### config.mk
export PLATFORM = sky130hd
export DESIGN_NAME = slc_link_ctrl
export DESIGN_NICKNAME = d
export VERILOG_FILES = /design/src/shared/slc_pkg.sv /design/src/rtl/slc_link_ctrl.sv
export VERILOG_INCLUDE_DIRS = /design/src /design/src/shared
export SDC_FILE = /design/constraint.sdc
export NUM_CORES = 1
export LEC_CHECK = 0
export ABC_AREA = 1
export BUFFER_PORTS_ARGS = -buffer_cell sky130_fd_sc_hd__buf_2
export CORE_UTILIZATION = 45
export DETAILED_ROUTE_END_ITERATION = 6
export PLACE_DENSITY_LB_ADDON = 0.2
export SLEW_MARGIN = 10
export SYNTH_ARGS = -nofsm -noshare
export SYNTH_HDL_FRONTEND = slang
export SYNTH_SLANG_ARGS = --single-unit
### constraint.sdc
create_clock -name clk -period 3.2 [get_ports clk]
set_input_delay 0.32 -clock clk [delete_from_list [all_inputs] [get_ports clk]]
set_output_delay 0.32 -clock clk [all_outputs]
set_load 0.05 [all_outputs]
### src/shared/slc_defs.svh
// Address map, field positions, reset values and timing counts of the link port control block.
`ifndef SLC_DEFS_SVH
`define SLC_DEFS_SVH

// ------------------------------------------------------------
// Register word addresses
// ------------------------------------------------------------
`define SLC_ADDR_PORT0 4'h0
`define SLC_ADDR_ROUTER 4'h8
`define SLC_ADDR_IRQ_STAT 4'h9
`define SLC_ADDR_IRQ_MASK 4'hA

// ------------------------------------------------------------
// Field positions
// ------------------------------------------------------------
`define SLC_CTL_AUTO 0
`define SLC_CTL_START 1
`define SLC_CTL_DISABLE 2
`define SLC_CTL_DEACT 3
`define SLC_CTL_RATE_LO 8
`define SLC_CTL_RATE_HI 14
`define SLC_STS_ERR_DISC 16
`define SLC_STS_ERR_RX 17
`define SLC_STS_STATE_LO 24
`define SLC_STS_STATE_HI 26
`define SLC_STS_RUN 27
`define SLC_RTR_SOR 0
`define SLC_IRQ_W 16

// ------------------------------------------------------------
// Sizes and reset values
// ------------------------------------------------------------
`define SLC_NPORTS 8
`define SLC_RATE_W 7
`define SLC_TMR_W 12
`define SLC_RATE_RST 7'h00
`define SLC_RATE_CEIL 7'h7F
`define SLC_MIN_RATE_MBPS 2

// ------------------------------------------------------------
// Timing: times in ns, counts derived at a 4 ns clock
// ------------------------------------------------------------
`define SLC_CLK_NS 4
`define SLC_T_RESET_NS 6400
`define SLC_T_WAIT_NS 12800
`define SLC_T_TIMEOUT_NS 12800
`define SLC_RESET_CYC ((`SLC_T_RESET_NS + `SLC_CLK_NS - 1) / `SLC_CLK_NS)
`define SLC_WAIT_CYC ((`SLC_T_WAIT_NS + `SLC_CLK_NS - 1) / `SLC_CLK_NS)
`define SLC_TIMEOUT_CYC (`SLC_T_TIMEOUT_NS / `SLC_CLK_NS)

`endif

### src/shared/slc_pkg.sv
// Types shared by the link port control block and its users.
package slc_pkg;

   // ------------------------------------------------------------
   // Link state machine
   // ------------------------------------------------------------
   typedef enum logic [2:0] {
      ST_ERR_RESET,
      ST_ERR_WAIT,
      ST_READY,
      ST_STARTED,
      ST_CONNECTING,
      ST_RUN
   } slc_link_state_e;

   // ------------------------------------------------------------
   // Carriers
   // ------------------------------------------------------------
   typedef struct packed {
      logic [3:0] addr;
      logic [31:0] wdata;
      logic wr;
      logic rd;
   } slc_bus_req_s;

   typedef struct packed {
      logic auto_start;
      logic link_start;
      logic link_disable;
      logic deactivate;
      logic [6:0] port_rate_divider;
   } slc_ctrl_s;

   typedef struct packed {
      logic remote_null;
      logic remote_fct;
      logic rx_error;
      logic disconnect;
   } slc_link_in_s;

   typedef struct packed {
      logic link_enable;
      logic tx_allowed;
      logic data_drv_en;
      logic link_strobe_output_en;
   } slc_link_out_s;

   typedef struct packed {
      slc_ctrl_s ctrl;
      slc_link_state_e st;
      logic [11:0] timer;
      logic err_disc;
      logic err_rx;
      slc_link_out_s out;
   } slc_port_s;

   typedef struct packed {
      slc_port_s [7:0] port;
      logic sor;
      logic [15:0] irq_stat;
      logic [15:0] irq_mask;
      logic irq;
      logic [31:0] rdata;
   } slc_state_s;

endpackage

### src/rtl/slc_link_ctrl.sv
// Link control for eight router link ports: start, refuse, drop, driver gating, status.
//
// Summary of operation
// Eight ports, each with control/status register
// Reset leaves every port in auto-start only
// Auto-start waits for remote attempt, then connects
// Link-start actively connects and reaches Run
// Data flows only when started and Run
// Disable drops running link, refuses remote attempts
// Software should keep its own port enabled
// Deactivate depends on auto, disable, start-on-request
// Auto plus deactivate: drivers on during connection
// Start-on-request plus deactivate: route request wakes port
// Disable plus deactivate: drivers always off
// Each port holds its own rate divider
// Data driver switches one cycle before strobe
// Seven-bit divider, rate is twice the clock over divider plus one
// Refuse dividers giving under two megabits
`timescale 1ns/10ps
`include "slc_defs.svh"

module slc_link_ctrl #(
   parameter int TX_CLK_MHZ = 100
) (
   // Clock and reset
   input wire logic clk,
   input wire logic rst,
   // Register port
   input slc_pkg::slc_bus_req_s bus,
   output logic [31:0] rdata,
   // Link codec side, one entry per port
   input slc_pkg::slc_link_in_s [7:0] link_in,
   input wire logic [7:0] route_req,
   output slc_pkg::slc_link_out_s [7:0] link_out,
   output logic [7:0][6:0] port_rate_divider,
   // Interrupt
   output logic irq
);
   import slc_pkg::*;

   // ------------------------------------------------------------
   // Constants
   // ------------------------------------------------------------
   localparam int RATE_LIM = (2 * TX_CLK_MHZ) / `SLC_MIN_RATE_MBPS - 1;
   localparam logic [6:0] RATE_MAX = (RATE_LIM > 127) ? `SLC_RATE_CEIL : 7'(RATE_LIM);
   localparam logic [11:0] RESET_CYC = 12'(`SLC_RESET_CYC);
   localparam logic [11:0] WAIT_CYC = 12'(`SLC_WAIT_CYC);
   localparam logic [11:0] TIMEOUT_CYC = 12'(`SLC_TIMEOUT_CYC);

   // ------------------------------------------------------------
   // Helpers
   // ------------------------------------------------------------
   function automatic logic link_active(input slc_link_state_e s);
      return (s == ST_STARTED) || (s == ST_CONNECTING) || (s == ST_RUN);
   endfunction

   function automatic logic [31:0] port_word(input slc_port_s p);
      logic [31:0] w;
      w = '0;
      w[`SLC_CTL_AUTO] = p.ctrl.auto_start;
      w[`SLC_CTL_START] = p.ctrl.link_start;
      w[`SLC_CTL_DISABLE] = p.ctrl.link_disable;
      w[`SLC_CTL_DEACT] = p.ctrl.deactivate;
      w[`SLC_CTL_RATE_HI:`SLC_CTL_RATE_LO] = p.ctrl.port_rate_divider;
      w[`SLC_STS_ERR_DISC] = p.err_disc;
      w[`SLC_STS_ERR_RX] = p.err_rx;
      w[`SLC_STS_STATE_HI:`SLC_STS_STATE_LO] = p.st;
      w[`SLC_STS_RUN] = (p.st == ST_RUN);
      return w;
   endfunction

   slc_state_s state_reg;
   slc_state_s state_next;

   // ------------------------------------------------------------
   // Next state
   // ------------------------------------------------------------
   always_comb
   begin
      slc_port_s np;
      slc_ctrl_s wc;
      logic [7:0] ev_up;
      logic [7:0] ev_err;
      logic hit;
      logic restart;
      logic fault;
      logic kill;
      logic go;
      logic to_reset;
      logic want;
      logic [15:0] clr;
      np = '0;
      wc = '0;
      ev_up = '0;
      ev_err = '0;
      hit = 1'b0;
      restart = 1'b0;
      fault = 1'b0;
      kill = 1'b0;
      go = 1'b0;
      to_reset = 1'b0;
      want = 1'b0;
      clr = '0;
      state_next = state_reg;
      state_next.rdata = '0;
      if (bus.wr && bus.addr == `SLC_ADDR_ROUTER)
      begin
         state_next.sor = bus.wdata[`SLC_RTR_SOR];
      end
      if (bus.wr && bus.addr == `SLC_ADDR_IRQ_MASK)
      begin
         state_next.irq_mask = bus.wdata[`SLC_IRQ_W-1:0];
      end
      if (bus.wr && bus.addr == `SLC_ADDR_IRQ_STAT)
      begin
         clr = bus.wdata[`SLC_IRQ_W-1:0];
      end
      for (int i = 0; i < `SLC_NPORTS; i++)
      begin
         np = state_reg.port[i];
         hit = bus.wr && (bus.addr == `SLC_ADDR_PORT0 + 4'(i));
         restart = 1'b0;
         to_reset = 1'b0;
         // sticky error flags
         if (hit)
         begin
            if (bus.wdata[`SLC_STS_ERR_DISC])
            begin
               np.err_disc = 1'b0;
            end
            if (bus.wdata[`SLC_STS_ERR_RX])
            begin
               np.err_rx = 1'b0;
            end
            wc.auto_start = bus.wdata[`SLC_CTL_AUTO];
            wc.link_start = bus.wdata[`SLC_CTL_START];
            wc.link_disable = bus.wdata[`SLC_CTL_DISABLE];
            wc.deactivate = bus.wdata[`SLC_CTL_DEACT];
            // per-port divider
            wc.port_rate_divider = bus.wdata[`SLC_CTL_RATE_HI:`SLC_CTL_RATE_LO];
            // slow divider refused
            if (wc.port_rate_divider > RATE_MAX)
            begin
               wc.port_rate_divider = np.ctrl.port_rate_divider;
            end
            // control change ends wake
            restart = np.ctrl.deactivate && link_active(np.st)
               && (wc[10:7] != np.ctrl[10:7]);
            np.ctrl = wc;
         end
         if (np.timer != '0)
         begin
            np.timer = np.timer - 12'h001;
         end
         fault = link_in[i].rx_error || link_in[i].disconnect;
         // disable drops and refuses
         kill = np.ctrl.link_disable || restart;
         // remote attempt in auto-start
         // link-start connects
         // route request wakes port
         go = !np.ctrl.link_disable && (np.ctrl.link_start
            || (np.ctrl.auto_start && link_in[i].remote_null)
            || (state_reg.sor && route_req[i]));
         case (state_reg.port[i].st)
            ST_ERR_RESET:
            begin
               if (np.timer == '0)
               begin
                  np.st = ST_ERR_WAIT;
                  np.timer = WAIT_CYC;
               end
            end
            ST_ERR_WAIT:
            begin
               if (fault)
               begin
                  to_reset = 1'b1;
               end
               else if (np.timer == '0)
               begin
                  np.st = ST_READY;
               end
            end
            ST_READY:
            begin
               if (go)
               begin
                  np.st = ST_STARTED;
                  np.timer = TIMEOUT_CYC;
               end
            end
            ST_STARTED:
            begin
               if (fault || kill || np.timer == '0)
               begin
                  to_reset = 1'b1;
               end
               else if (link_in[i].remote_null)
               begin
                  np.st = ST_CONNECTING;
                  np.timer = TIMEOUT_CYC;
               end
            end
            ST_CONNECTING:
            begin
               if (fault || kill || np.timer == '0)
               begin
                  to_reset = 1'b1;
               end
               else if (link_in[i].remote_fct)
               begin
                  np.st = ST_RUN;
                  ev_up[i] = 1'b1;
               end
            end
            ST_RUN:
            begin
               if (fault || kill)
               begin
                  to_reset = 1'b1;
               end
            end
            default:
            begin
               to_reset = 1'b1;
            end
         endcase
         if (to_reset)
         begin
            np.st = ST_ERR_RESET;
            np.timer = RESET_CYC;
         end
         // Errors are only recorded while a connection exists, so idle noise is ignored.
         if (fault && link_active(state_reg.port[i].st))
         begin
            np.err_disc = np.err_disc | link_in[i].disconnect;
            np.err_rx = np.err_rx | link_in[i].rx_error;
            ev_err[i] = 1'b1;
         end
         // driver gating by control bits
         // disabled and deactivated stays off
         want = !np.ctrl.deactivate || (!np.ctrl.link_disable && link_active(np.st));
         np.out.link_enable = link_active(np.st);
         // transfer only in Run
         np.out.tx_allowed = (np.st == ST_RUN) && !np.ctrl.link_disable;
         np.out.data_drv_en = want;
         // strobe trails data
         np.out.link_strobe_output_en = state_reg.port[i].out.data_drv_en;
         state_next.port[i] = np;
      end
      // Set wins over clear so an event in the clearing cycle is kept.
      state_next.irq_stat = (state_reg.irq_stat & ~clr) | {ev_err, ev_up};
      state_next.irq = |(state_next.irq_stat & state_next.irq_mask);
      if (bus.rd)
      begin
         if (bus.addr < `SLC_ADDR_ROUTER)
         begin
            state_next.rdata = port_word(state_reg.port[bus.addr[2:0]]);
         end
         else if (bus.addr == `SLC_ADDR_ROUTER)
         begin
            state_next.rdata[`SLC_RTR_SOR] = state_reg.sor;
         end
         else if (bus.addr == `SLC_ADDR_IRQ_STAT)
         begin
            state_next.rdata[`SLC_IRQ_W-1:0] = state_reg.irq_stat;
         end
         else if (bus.addr == `SLC_ADDR_IRQ_MASK)
         begin
            state_next.rdata[`SLC_IRQ_W-1:0] = state_reg.irq_mask;
         end
      end
   end

   // ------------------------------------------------------------
   // State register
   // ------------------------------------------------------------
   always_ff @(posedge clk)
   begin
      if (rst)
      begin
         state_reg <= '0;
         for (int i = 0; i < `SLC_NPORTS; i++)
         begin
            // auto-start after reset
            state_reg.port[i].ctrl.auto_start <= 1'b1;
            state_reg.port[i].ctrl.port_rate_divider <= `SLC_RATE_RST;
            state_reg.port[i].timer <= RESET_CYC;
         end
      end
      else
      begin
         state_reg <= state_next;
      end
   end

   // ------------------------------------------------------------
   // Outputs
   // ------------------------------------------------------------
   assign rdata = state_reg.rdata;
   assign irq = state_reg.irq;

   // seven-bit divider exported
   for (genvar gi = 0; gi < `SLC_NPORTS; gi++)
   begin : g_port
      assign link_out[gi] = state_reg.port[gi].out;
      assign port_rate_divider[gi] = state_reg.port[gi].ctrl.port_rate_divider;

   end
endmodule // slc_link_ctrl

== Word level (Yosys, flattened, before mapping) ==
Index checks and enable logic that the tools add are counted.
Operators by class
  $add $sub $neg: 8
  reductions and logical operators: 240
  order comparisons: 3
  multiplexer cells: 225
  eq/ne operators: 83
  bitwise gates (word level): 23
Operator list (count)
  $mux 15: 41
  $pmux 12 s3: 8
  $pmux 3 s5: 8
  $eq 3x3->1 const B: 33
  $bmux 32 s3: 1
  $logic_not 12->1: 8
  $mux 12: 8
  $mux 3: 32
  $reduce_bool 12->1: 8
  $sub 12x1->12 const B: 8
  $logic_or 1x1->1: 88
  $mux 11: 8
  $mux 1: 81
  $logic_and 1x1->1: 75
  $eq 3x2->1 const B: 24
  $mux 16: 4
  $mux 7: 8
  $reduce_or 2->1: 25
  $and 16x16->16: 2
  $mux 2: 16
  $mux 32: 1
  $ne 4x4->1: 8
  $pmux 1 s4: 8
  $eq 3x1->1 const B: 8
  19 further kinds: 71
Storage, ports and cells
  input bits: 80
  register bits after elaboration: 322
  logic and storage cells: 693
  output and inout bits: 121

== Longest topological paths before layout ==
Gate-level depths: netlist of the first run.
  word-level depth: 17
  mapped depth: 21
  gate-level depth less buffers: 20

== Least setup slack after synthesis of the first run ==
OpenSTA, ideal clock, no wires.
  path kind: reg-to-reg
  start: register state_reg[264] (netlist name)
  end: register state_reg (netlist bit link_out[25])
  setup slack: 0.992 ns
  period minus slack after synthesis: 2.208 ns
  path buffers: 2
  setup time: 0.109 ns
  required time: 3.091 ns
  data arrival time: 2.099 ns
  stages on the path, launching flop included: 22
  path through: dfxtp_1 inv_1 ha_1 nand2_1 nor2_2 nand2_2 buf_6 buf_6 nand2_1 nand2_1 nor2_1 nand3_1 nor2_1 nand3_1 nand2_1 nand2_1 nor2_1 nand2_1 nand3_2 nand3_1 nand2_1 inv_1
On the way
  word-level cells in the longest chain between the ends: 12
  elaborated cells on any way between the ends: 21
  classes of those cells: add/sub: 1; eq/ne: 3; mux: 10; reduce/logical: 7
Ends and longest elaborated chain
  start: declaration: RTL line slc_link_ctrl.sv:72  | slc_state_s state_reg;
  start signal: assignment: RTL line slc_link_ctrl.sv:293  | state_reg <= state_next;
  $sub 12x1->12 or $reduce_bool 12->1 (tied branches): RTL line slc_link_ctrl.sv:153, slc_link_ctrl.sv:151
  $mux 12 (*): RTL line slc_link_ctrl.sv:151  | if (np.timer != '0)
  $logic_not 12->1 (*)
  $mux 3 or $logic_or 1x1->1 (tied branches): RTL line slc_link_ctrl.sv:179, slc_link_ctrl.sv:194, slc_link_ctrl.sv:206
  $mux 3 (tied with other cells): RTL line slc_link_ctrl.sv:175  | if (fault)
  $pmux 3 s5 or $pmux 1 s4 (tied branches): RTL line slc_link_ctrl.sv:164  | case (state_reg.port[i].st)
  $mux 15 (*): RTL line slc_link_ctrl.sv:228  | if (to_reset)
  $eq 3x2->1 or $eq 3x3->1 (tied branches): RTL line slc_link_ctrl.sv:54  | return (s == ST_STARTED) || (s == ST_CONNECTING) || (s == ST_RUN);
  $logic_or 1x1->1: RTL line slc_link_ctrl.sv:54
  $logic_or 1x1->1 (*): RTL line slc_link_ctrl.sv:54
  $logic_and 1x1->1 (*): RTL line slc_link_ctrl.sv:242  | want = !np.ctrl.deactivate || (!np.ctrl.link_disable && link_active(np.st));
  $logic_or 1x1->1 (*): RTL line slc_link_ctrl.sv:242
Every way passes the cells marked *; elsewhere a longest branch is shown, timed or not.
A chain may end at the register's enable or synchronous reset.

== Worst setup path after layout of the first run ==
  start: register state_reg[236] (netlist name)
  end: register state_reg (netlist bit link_out[22])
On the way
  word-level cells in the longest chain between the ends: 9
  elaborated cells on any way between the ends: 16
  classes of those cells: add/sub: 1; eq/ne: 1; mux: 10; reduce/logical: 4
Ends and longest elaborated chain
  $sub 12x1->12 or $reduce_bool 12->1 (tied branches): RTL line slc_link_ctrl.sv:153, slc_link_ctrl.sv:151
  $mux 12 (*): RTL line slc_link_ctrl.sv:151
  $logic_not 12->1 (*)
  $mux 3 or $logic_or 1x1->1 (tied branches): RTL line slc_link_ctrl.sv:179, slc_link_ctrl.sv:194, slc_link_ctrl.sv:206
  $mux 3 (tied with other cells): RTL line slc_link_ctrl.sv:175
  $pmux 3 s5 or $pmux 1 s4 (tied branches): RTL line slc_link_ctrl.sv:164
  $mux 15 (*): RTL line slc_link_ctrl.sv:228
  $eq 3x3->1 (*): RTL line slc_link_ctrl.sv:245  | np.out.tx_allowed = (np.st == ST_RUN) && !np.ctrl.link_disable;
  $logic_and 1x1->1 (*): RTL line slc_link_ctrl.sv:245
Marks and branches as above.

==> results of run 1 <==
## per-layer routing
metal / vias to the layer above / global-route usage, %
li1: 9296 / -
met1: 8575 / 34.9
met2: 702 / 43.0
met3: 126 / 6.22
met4: 10 / 9.88
met5: - / 0
## cells in the mapped netlist (15+ instances only)
library cell / count
a21oi_1: 120
a22oi_1: 32
buf_4: 124
clkbuf_1: 61
dfxtp_1: 312
ha_1: 15
inv_1: 321
inv_2: 16
nand2_1: 683
nand3_1: 214
nand4_1: 48
nor2_1: 408
nor3_1: 63
o21ai_0: 203
o21ai_1: 27
o22ai_1: 16
xor2_1: 20
## per-stage QoR
| step | instances | hold WS, ns | setup slack, ns | power, mW | util (%) |
|---|---|---|---|---|---|
| final | 3477 | 0.0564 | 0.343 | 10.6 | 50.4 |
| after CTS | 3474 | 0.0256 | 0.368 | 10.7 | 50.3 |
| after global placement | 3408 | 0.409 | 0.380 | 6.26 | 47.2 |
| after global routing | 3477 | 0.0694 | 0.0637 | 11.1 | 50.4 |
| after detailed placement | 3408 | 0.416 | 0.326 | 6.30 | 47.2 |
| after floorplan | 2881 | 0.403 | 0.992 | 5.84 | - |
## where the power goes
group          internal [mW]  switching (mW)  total [mW]  leakage, nW
combinational          0.610            1.36        1.97         6.54
clock                   2.66            1.70        4.36        0.619
sequential              4.10           0.184        4.28         2.54
## cells by family (layout without fill, tap and decap cells)
| group | count (synthesis) | count (layout) | share of synthesized area, % |
|---|---|---|---|
| AND/OR/NAND/NOR | 1496 | 1496 | 34.8 |
| buffers and inverters | 544 | 612 | 13.9 |
| AO/OA/AOI/OAI | 474 | 474 | 14.8 |
| flip-flops | 312 | 312 | 34.1 |
| XOR/XNOR | 30 | 30 | 1.43 |
| adder cells (fa/ha/maj) | 15 | 15 | 1.02 |
| other | 1 | 13 | 0.0204 |
## worst max-delay path, cell delays in order (launching register included)
cell and delay, ns:
dfxtp_1 0.33, nor2_1 0.31, nand2_1 0.13, nor2_1 0.15
nand2_1 0.28, nand2_1 0.29, nand2_1 0.07, nor2_1 0.09
nand2_1 0.06, nor2_1 0.19, nand3_1 0.20, nand2_1 0.12
nor2_1 0.05, nand3_1 0.09, nand2_1 0.07, nor3_1 0.30
## worst min path at each step
stage,cells after the start,to,slack [ns],startpoint
after floorplan,2,link_out[0],0.40,link_out[1]
after global placement,2,link_out[24],0.41,link_out[25]
after detailed placement,2,link_out[24],0.42,link_out[25]
after CTS,3,state_reg[135],0.03,link_in[8]
after global routing,3,state_reg[135],0.07,link_in[8]
final,3,state_reg[135],0.06,link_in[8]
## layout make-up
| type | instances | share of cell area (%) |
|---|---|---|
| flip-flops and latches | 312 | 31.0 |
| diodes | 3 | 0.0373 |
| repair buffers | 206 | 5.56 |
| inverters | 340 | 6.33 |
| multi-input cells | 2025 | 47.6 |
| clock buffers | 54 | 5.36 |
| clock inverters | 12 | 0.851 |
| well taps | 525 | 3.26 |
==> results.py, run 1 <==
metrics = {
    "global_route": {
        "grt_overflow": 0,
        "grt_pass1_vias": 16900,
        "antenna_found_initial": 8,
        "grt_start_max_net_pins": 138,
        "grt_pass1_wl_um": 88500,
        "grt_util_all_layers_pct": 26.8,
    },
    "layout": {
        "seqCellArea_mm2": 0.00625,
        "largest_reg_flops": 201,
        "multi_input_area_mm2": 0.00959,
        "layout_commonest_cell": "nand2_1",
        "nFillCells": 4092,
        "stdcell_area_mm2": 0.0201,
        "final_cell_mix": "683 x nand2_1, 406 x nor2_1, 320 x inv_1",
        "area_delta_synth_final_pct": 9.85,
        "final_nets": 3017,
        "final_layout_size_suffix_gt1_share_pct": 11.7,
    },
    "critical_path": {
        "crit_type": "flop to flop",
        "ff2ff_path_depth": 15,
        "endpoint_kind": "flop",
        "reg2reg_setup_slack_ns": 0.34,
        "cp_data_arrival_time_ns": 3.27,
        "worstSetupEndpoint": "link_out[22]",
        "r2r_end": "link_out[22]",
        "r2r_start": "state_reg[236]",
        "crit_path_start_kind": "flop",
        "critPathMaxFanout": 11,
        "required_ns": 3.61,
        "crit_path_start": "state_reg[236]",
    },
    "sta": {
        "finClkSkew_ns": 0.0183,
        "finalMaxSlewViolations": 0,
        "worst_slew_pin_slew_ns": 0.773,
        "slew-limit-headroom_pct": 48.3,
        "min_period_over_period_pct": 89.3,
        "fin_setup_tns_ns": 0,
        "rsz0062_at_grt": "no",
        "finalSetupViolations": 0,
        "min_period_ns": 2.86,
        "final_hold_viol_count": 0,
        "clock.fmax_ghz": 0.350,
    },
    "route": {
        "wl_met3_um": 4660,
        "ant_nets": 0,
        "drtIter0Drc": 1716,
        "drcViolationCount": 1,
        "routed_wl_um": 57000,
        "drt_pass1_iterations": 7,
        "wl_met2_um": 25700,
        "drt-met1-wl_um": 24700,
        "top_layer_used": "met5",
        "vias": 18700,
        "vias_per_cell": 5.38,
        "wire_per_inst_um": 16.4,
    },
    "place": {
        "io_buffers": 176,
        "gp_congestion": 0.967,
        "placed_area_mm2": 0.0189,
        "dp_hpwl_um": 43300,
    },
    "clocking": {
        "clock_latency_ns": 0.55,
        "ctsHoldBuffers": 0,
        "post-cts-setup-buffers": 0,
        "cts_tree": "yes",
        "numCtsBuffers": 37,
        "cts_root_buffer": "clkbuf_16",
        "ctsHtreeMaxLevel": 2,
        "path_clk_slew_ns": 0.06,
        "post_cts_resized": 0,
        "clock_path_buffers": 3,
        "cts.sinks": 312,
    },
    "yosys": {
        "synth_area_leaders": "dfxtp_1 34%, nand2_1 14%, nor2_1 8.3%, inv_1 6.6%, nand3_1 5.8%",
        "synth_largest_area_cell": "dfxtp_1",
        "syn_area_per_cell_um2": 6.39,
        "ys_seq_area_share_pct": 34.1,
        "synthDominantCellAreaShare_pct": 34.1,
        "yosys.cell_types.count": 60,
        "synth_edf_count": 0,
        "synthesis.area_mm2": 0.0183,
        "synth.yosys.warnings": 0,
        "ys_seq_elements": 312,
        "synth_flop_cell": "dfxtp_1",
        "synthArstFlopShare_pct": 0,
        "synth_cells": 2872,
    },
    "outcome": {
        "violations": "DRC",
        "status": "finished, violations left",
    },
    "power": {
        "p_leak_nw": 9.69,
        "ir_drop_mv": 0.437,
        "p_per_area_mw_per_mm2": 527,
    },
    "floorplan": {
        "die-area_mm2": 0.0416,
        "coreArea_mm2": 0.0400,
        "rows": 73,
        "die_w_um": 204,
        "die_h_um": 204,
        "start_util_pct": 45.8,
        "ios": 201,
    },
    "flow_run": {
        "cap_viol_max_count": 0,
    },
    "worst_hold_path": {
        "min_path_type": "input port to flop",
    },
}
(Power assumes the default switching activity.)
==> run 2, diff against run 1 <==
--- a/config.mk
+++ b/config.mk
@@ -8,7 +8,7 @@
 export LEC_CHECK = 0
 export ABC_AREA = 1
 export BUFFER_PORTS_ARGS = -buffer_cell sky130_fd_sc_hd__buf_2
-export CORE_UTILIZATION = 45
+export CORE_UTILIZATION = 38
 export DETAILED_ROUTE_END_ITERATION = 6
 export PLACE_DENSITY_LB_ADDON = 0.2
 export SLEW_MARGIN = 10
==> run 2 against run 1 <==
The run still ends with DRC left. Routed wire length is 3.9% higher. Sequential cell count unchanged. First-iteration DRC count fell by 0.17%. Worst hold slack worse by 0.032 ns. Clock skew shrank 0.0065 ns.
==> results.py, run 2 (same netlist as run 1, synthesis figures left out) <==
metrics = {
    "outcome": {
        "status": "finished, violations left",
        "violations": "DRC",
    },
    "sta": {
        "clock.fmax_ghz": 0.356,
        "worst_slew_pin_slew_ns": 0.740,
        "min_period_over_period_pct": 87.7,
        "whs_ns": 0.0248,
        "min_period_ns": 2.81,
        "finClkSkew_ns": 0.0118,
        "finalMaxSlewViolations": 0,
        "fin_setup_tns_ns": 0,
        "final_hold_viol_count": 0,
        "finalSetupViolations": 0,
        "rsz0062_at_grt": "no",
        "slew-limit-headroom_pct": 50.5,
    },
    "clocking": {
        "ctsHoldBuffers": 0,
        "clock_path_buffers": 3,
        "numCtsBuffers": 39,
        "cts.sinks": 312,
        "path_clk_slew_ns": 0.06,
        "cts_root_buffer": "clkbuf_16",
        "post-cts-setup-buffers": 0,
        "cts_tree": "yes",
        "ctsHtreeMaxLevel": 2,
        "clock_latency_ns": 0.56,
    },
    "floorplan": {
        "ios": 201,
        "rows": 80,
        "die_h_um": 222,
        "coreArea_mm2": 0.0476,
        "die_w_um": 222,
        "die-area_mm2": 0.0492,
        "start_util_pct": 38.5,
    },
    "power": {
        "ir_drop_mv": 0.338,
        "p_leak_nw": 9.74,
        "p_per_area_mw_per_mm2": 532,
        "p_total_mw": 10.8,
    },
    "route": {
        "ant_nets": 0,
        "wire_per_inst_um": 16.6,
        "drtIter0Drc": 1713,
        "drcViolationCount": 4,
        "drt_pass1_iterations": 7,
        "routed_wl_um": 59200,
        "vias_per_cell": 5.23,
        "vias": 18700,
    },
    "worst_hold_path": {
        "min_path_type": "input port to flop",
    },
    "global_route": {
        "grt_pass1_vias": 17200,
        "grt_overflow": 0,
        "grt_pass1_wl_um": 92500,
        "grt_start_max_net_pins": 63,
        "antenna_found_initial": 7,
        "grt_util_all_layers_pct": 23.6,
    },
    "place": {
        "dp_hpwl_um": 45600,
        "dp_cells": 3500,
        "io_buffers": 176,
        "gp_congestion": 0.927,
    },
    "layout": {
        "largest_reg_flops": 201,
        "nFillCells": 5017,
        "area_delta_synth_final_pct": 11.0,
        "layout_commonest_cell": "nand2_1",
        "final_layout_size_suffix_gt1_share_pct": 11.9,
        "instances_no_fill": 3574,
        "final_cell_mix": "682 x nand2_1, 406 x nor2_1, 320 x inv_1",
        "final_nets": 3021,
    },
    "critical_path": {
        "endpoint_kind": "flop",
        "cp_data_arrival_time_ns": 3.25,
        "crit_path_start_kind": "flop",
        "crit_type": "flop to flop",
        "required_ns": 3.64,
        "critPathMaxFanout": 11,
    },
    "flow_run": {
        "cap_viol_max_count": 0,
    },
}
[run 2: changes by cell type in the layout (fill, tap and decap cells not counted), sizes merged]
cell	change
buf	+2
bufinv	-1
clkbuf	+3
clkinvlp	+3
diode	+1
inv	-1
[run 2: worst max-delay path, stage by stage, from the launching register on]
cell	delay (ns)
dfxtp_1	0.33
nor2_1	0.29
nand2_1	0.13
nor2_1	0.14
nand2_1	0.27
nand3_1	0.27
nand2_1	0.07
nor2_1	0.10
nand2_1	0.05
nor2_1	0.22
nand3_1	0.21
nand2_1	0.12
nor2_1	0.04
nand3_1	0.08
nand2_1	0.07
nor3_1	0.28
[run 2: final cells by class]
type	count	area, um2	share of cell area, %
inverter	340	1280	6.27
tap	615	769	3.78
sequential	312	6250	30.7
timing repair buffer	208	1120	5.52
antenna	4	10.0	0.0492
multi-input combinational	2025	9600	47.1
clock buffer	57	1170	5.77
clock inverter	13	163	0.799
[run 2: through the flow]
step | utilization (%) | area (um2) | setup WS [ns]
global route | 42.7 | 20400 | 0.0699
detailed placement | 39.9 | 19000 | 0.333
finish | 42.7 | 20400 | 0.392
floorplan | - | 18400 | 0.992
global placement | 39.9 | 19000 | 0.331
CTS | 42.7 | 20300 | 0.311
[run 2: where the power goes]
group	switching (mW)	total [mW]	internal, mW	leakage [nW]
registers	0.188	4.28	4.10	2.54
clock network	1.79	4.58	2.79	0.653
logic	1.37	1.98	0.612	6.55
[run 2: repair_timing]
action | 4_1_cts | 5_1_grt
setup endpoints to repair | 0 | 7
hold endpoints to repair | 0 | 0
resized for setup | 0 | 1
[run 2: metal layers]
layer  routed length [um]  track usage (%)
met5                   41                0
met4                 1740             8.13
met3                 4240             4.76
met2                26500             38.0
met1                26700             31.3
[run 2: final timing paths]
path,cells after the start,slack (ns),end,start
setup reg to reg,15,0.39,link_out[22],state_reg[236]
setup / recovery,15,0.39,link_out[22],state_reg[236]
hold reg to reg,2,0.42,link_out[28],link_out[29]
hold / removal,3,0.02,state_reg[135],link_in[8]
==> run 3, diff against run 2 <==
--- a/config.mk
+++ b/config.mk
@@ -6,7 +6,6 @@
 export SDC_FILE = /design/constraint.sdc
 export NUM_CORES = 1
 export LEC_CHECK = 0
-export ABC_AREA = 1
 export BUFFER_PORTS_ARGS = -buffer_cell sky130_fd_sc_hd__buf_2
 export CORE_UTILIZATION = 38
 export DETAILED_ROUTE_END_ITERATION = 6
==> run 3 against run 2 <==
The flow now finishes without violations. Sequential share of layout area down 1.2 points. Worst setup slack worse by 0.32 ns. Synthesized cell count down 26%. Critical path depth down 6. Final area up 4.1%. Non-clock buffer count up 166. Global-route usage up 0.18 points. Highest routed layer unchanged.
==> results.py, run 3 <==
metrics = {
    "yosys": {
        "synth_flop_cell": "dfxtp_1",
        "ys_top_cells_by_count": "312 x dfxtp_1, 263 x nor2_1, 143 x nand2_1",
        "synthDominantCellAreaShare_pct": 35.1,
        "synthesis.area_mm2": 0.0178,
        "synth_cells": 2127,
        "synth_area_leaders": "dfxtp_1 35%, nor2_1 5.5%, buf_4 5.1%, mux2i_1 4.7%, mux4_2 4.1%",
        "synth.yosys.warnings": 0,
        "yosysMostFrequentCell": "dfxtp_1",
        "synth_largest_area_cell": "dfxtp_1",
        "ys_seq_area_share_pct": 35.1,
        "synthArstFlopShare_pct": 0,
        "ys_seq_elements": 312,
        "synth_edf_count": 0,
        "yosys.cell_types.count": 96,
        "syn_area_per_cell_um2": 8.36,
    },
    "floorplan": {
        "die_h_um": 218,
        "die-area_mm2": 0.0477,
        "coreArea_mm2": 0.0458,
        "die_w_um": 218,
        "rows": 78,
        "ios": 201,
        "start_util_pct": 38.9,
    },
    "critical_path": {
        "cpMostUsedCell": "or4_4",
        "critPathMaxFanout": 5,
        "path_cells": "or4_4, buf_4, o31ai_1, o221ai_1, or4_4, or2_4, a22oi_1, o311a_1, o221ai_2",
        "crit_path_start_kind": "flop",
        "max_stage_delay_ns": 0.59,
        "crit_type": "flop to flop",
        "cpMaxStageDelayCell": "or4_4",
        "required_ns": 3.62,
        "cp_data_arrival_time_ns": 3.55,
        "endpoint_kind": "flop",
    },
    "route": {
        "drtIter0Drc": 1397,
        "drcViolationCount": 0,
        "wire_per_inst_um": 19.9,
        "drt_pass1_iterations": 6,
        "vias": 16600,
        "routed_wl_um": 58300,
        "ant_nets": 0,
        "vias_per_cell": 5.66,
    },
    "sta": {
        "finalSetupViolations": 0,
        "rsz0062_at_grt": "yes",
        "min_period_over_period_pct": 97.9,
        "slew-limit-headroom_pct": 22.2,
        "clock.fmax_ghz": 0.319,
        "setup_ws_ns": 0.0687,
        "finalMaxSlewViolations": 0,
        "final_hold_viol_count": 0,
        "finClkSkew_ns": 0.00821,
        "min_period_ns": 3.13,
        "worst_slew_pin_slew_ns": 1.16,
    },
    "place": {
        "gp_congestion": 0.924,
        "dp_hpwl_um": 43800,
        "place_ws_ns": -0.0125,
        "io_buffers": 176,
    },
    "global_route": {
        "grt_pass1_vias": 15500,
        "grt_util_all_layers_pct": 23.8,
        "grt_start_max_net_pins": 80,
        "grt_pass1_wl_um": 89000,
        "grt_overflow": 0,
        "antenna_found_initial": 14,
    },
    "clocking": {
        "path_clk_slew_ns": 0.06,
        "numCtsBuffers": 39,
        "clock_latency_ns": 0.55,
        "cts_root_buffer": "clkbuf_16",
        "ctsHtreeMaxLevel": 2,
        "ctsHoldBuffers": 0,
        "cts.sinks": 312,
        "cts_tree": "yes",
        "clock_path_buffers": 3,
    },
    "power": {
        "p_total_mw": 10.9,
        "p_per_area_mw_per_mm2": 514,
        "p_leak_nw": 8.50,
        "ir_drop_mv": 0.396,
    },
    "layout": {
        "final_cell_mix": "310 x dfxtp_1, 262 x nor2_1, 197 x buf_4",
        "area_delta_synth_final_pct": 19.1,
        "largest_reg_flops": 201,
        "layout_commonest_cell": "dfxtp_1",
        "final_layout_size_suffix_gt1_share_pct": 25.7,
        "nFillCells": 4444,
        "final_nets": 2398,
        "seqCellArea_mm2": 0.00625,
        "multi_input_area_mm2": 0.0102,
    },
    "outcome": {
        "status": "finished clean",
    },
    "flow_run": {
        "cap_viol_max_count": 0,
    },
    "worst_hold_path": {
        "min_path_type": "input port to flop",
    },
}
[run 3: cell count changes after synthesis, sizes merged, moves of 19 or more]
cell,previous run,this run
nand3,216,59
clkbuf,61,109
nand2,695,143
mux4,0,32
nor4,5,36
mux2i,0,83
o21ai,235,84
nand4,48,20
a21o,0,19
nand2b,0,21
inv,337,61
nor2,427,264
nor2b,0,37
[run 3: kinds of logic after synthesis]
group / count (synthesis) / synth area share [%]
muxes: 128 / 9.54
xor gates and xnor gates: 46 / 2.26
adders and majority gates: 15 / 1.05
DFF: 312 / 35.1
AOI/OAI and AO/OA: 497 / 19.2
buffers and inverters: 312 / 9.23
and+or+nand+nor: 816 / 23.5
other: 1 / 0.0211
[run 3: power breakdown]
| part | switching (mW) | total (mW) | leakage (nW) | internal (mW) |
|---|---|---|---|---|
| Combinational | 1.16 | 2.00 | 5.29 | 0.837 |
| Clock | 1.78 | 4.62 | 0.672 | 2.83 |
| Sequential | 0.202 | 4.28 | 2.54 | 4.08 |
[run 3: area by class of cell]
| class | count | share of cell area, % |
|---|---|---|
| multi-input combinational | 1512 | 48.1 |
| sequential | 312 | 29.5 |
| timing repair buffer | 374 | 11.3 |
| clock buffer | 50 | 5.38 |
| tap | 600 | 3.54 |
| inverter | 64 | 1.13 |
| clock inverter | 19 | 0.980 |
| antenna | 7 | 0.0827 |
[run 3: what timing repair did]
action / in CTS / in global routing
setup endpoints to repair: 11 / 84
buffers inserted: 2 / 6
gates resized for setup: 5 / 51
pin swaps: 2 / 12
[run 3: metal layers]
metal  global-route usage, %  vias up  wire length, um
met5                       0        -               85
met4                    9.09       12             1830
met3                    4.44      109             3690
met2                    37.0      540            26600
met1                    32.3     8003            26200
li1                        -     7971                -
[run 3: final timing paths]
check | end | cells past startpoint | startpoint | slack [ns]
min reg2reg | link_out[12] | 1 | link_out[13] | 0.47
min | state_reg[103] | 3 | link_in[4] | 0.05
max reg2reg | link_out[9] | 9 | state_reg[136] | 0.07
max | link_out[9] | 9 | state_reg[136] | 0.07
[run 3: critical path: cells and delay by family (launching register included)]
family / cells / cell delay (ns)
AO/OA/AOI/OAI: 5 / 1.09
AND/OR/NAND/NOR: 3 / 1.43
flip-flops: 1 / 0.31
buffers and inverters: 1 / 0.16
[run 3: metrics by stage]
stage               TNS (ns)  hold slack (ns)  cells  instance area [um2]  util, %
detailed placement   -0.0159            0.454   2854                19500     42.6
global route          -0.257           0.0438   2937                21200     46.3
CTS                        0           0.0237   2925                20900     45.7
finish                     0           0.0486   2938                21200     46.3
floorplan                  0            0.439   2136                17800        -
global placement     -0.0189            0.449   2854                19500     42.6
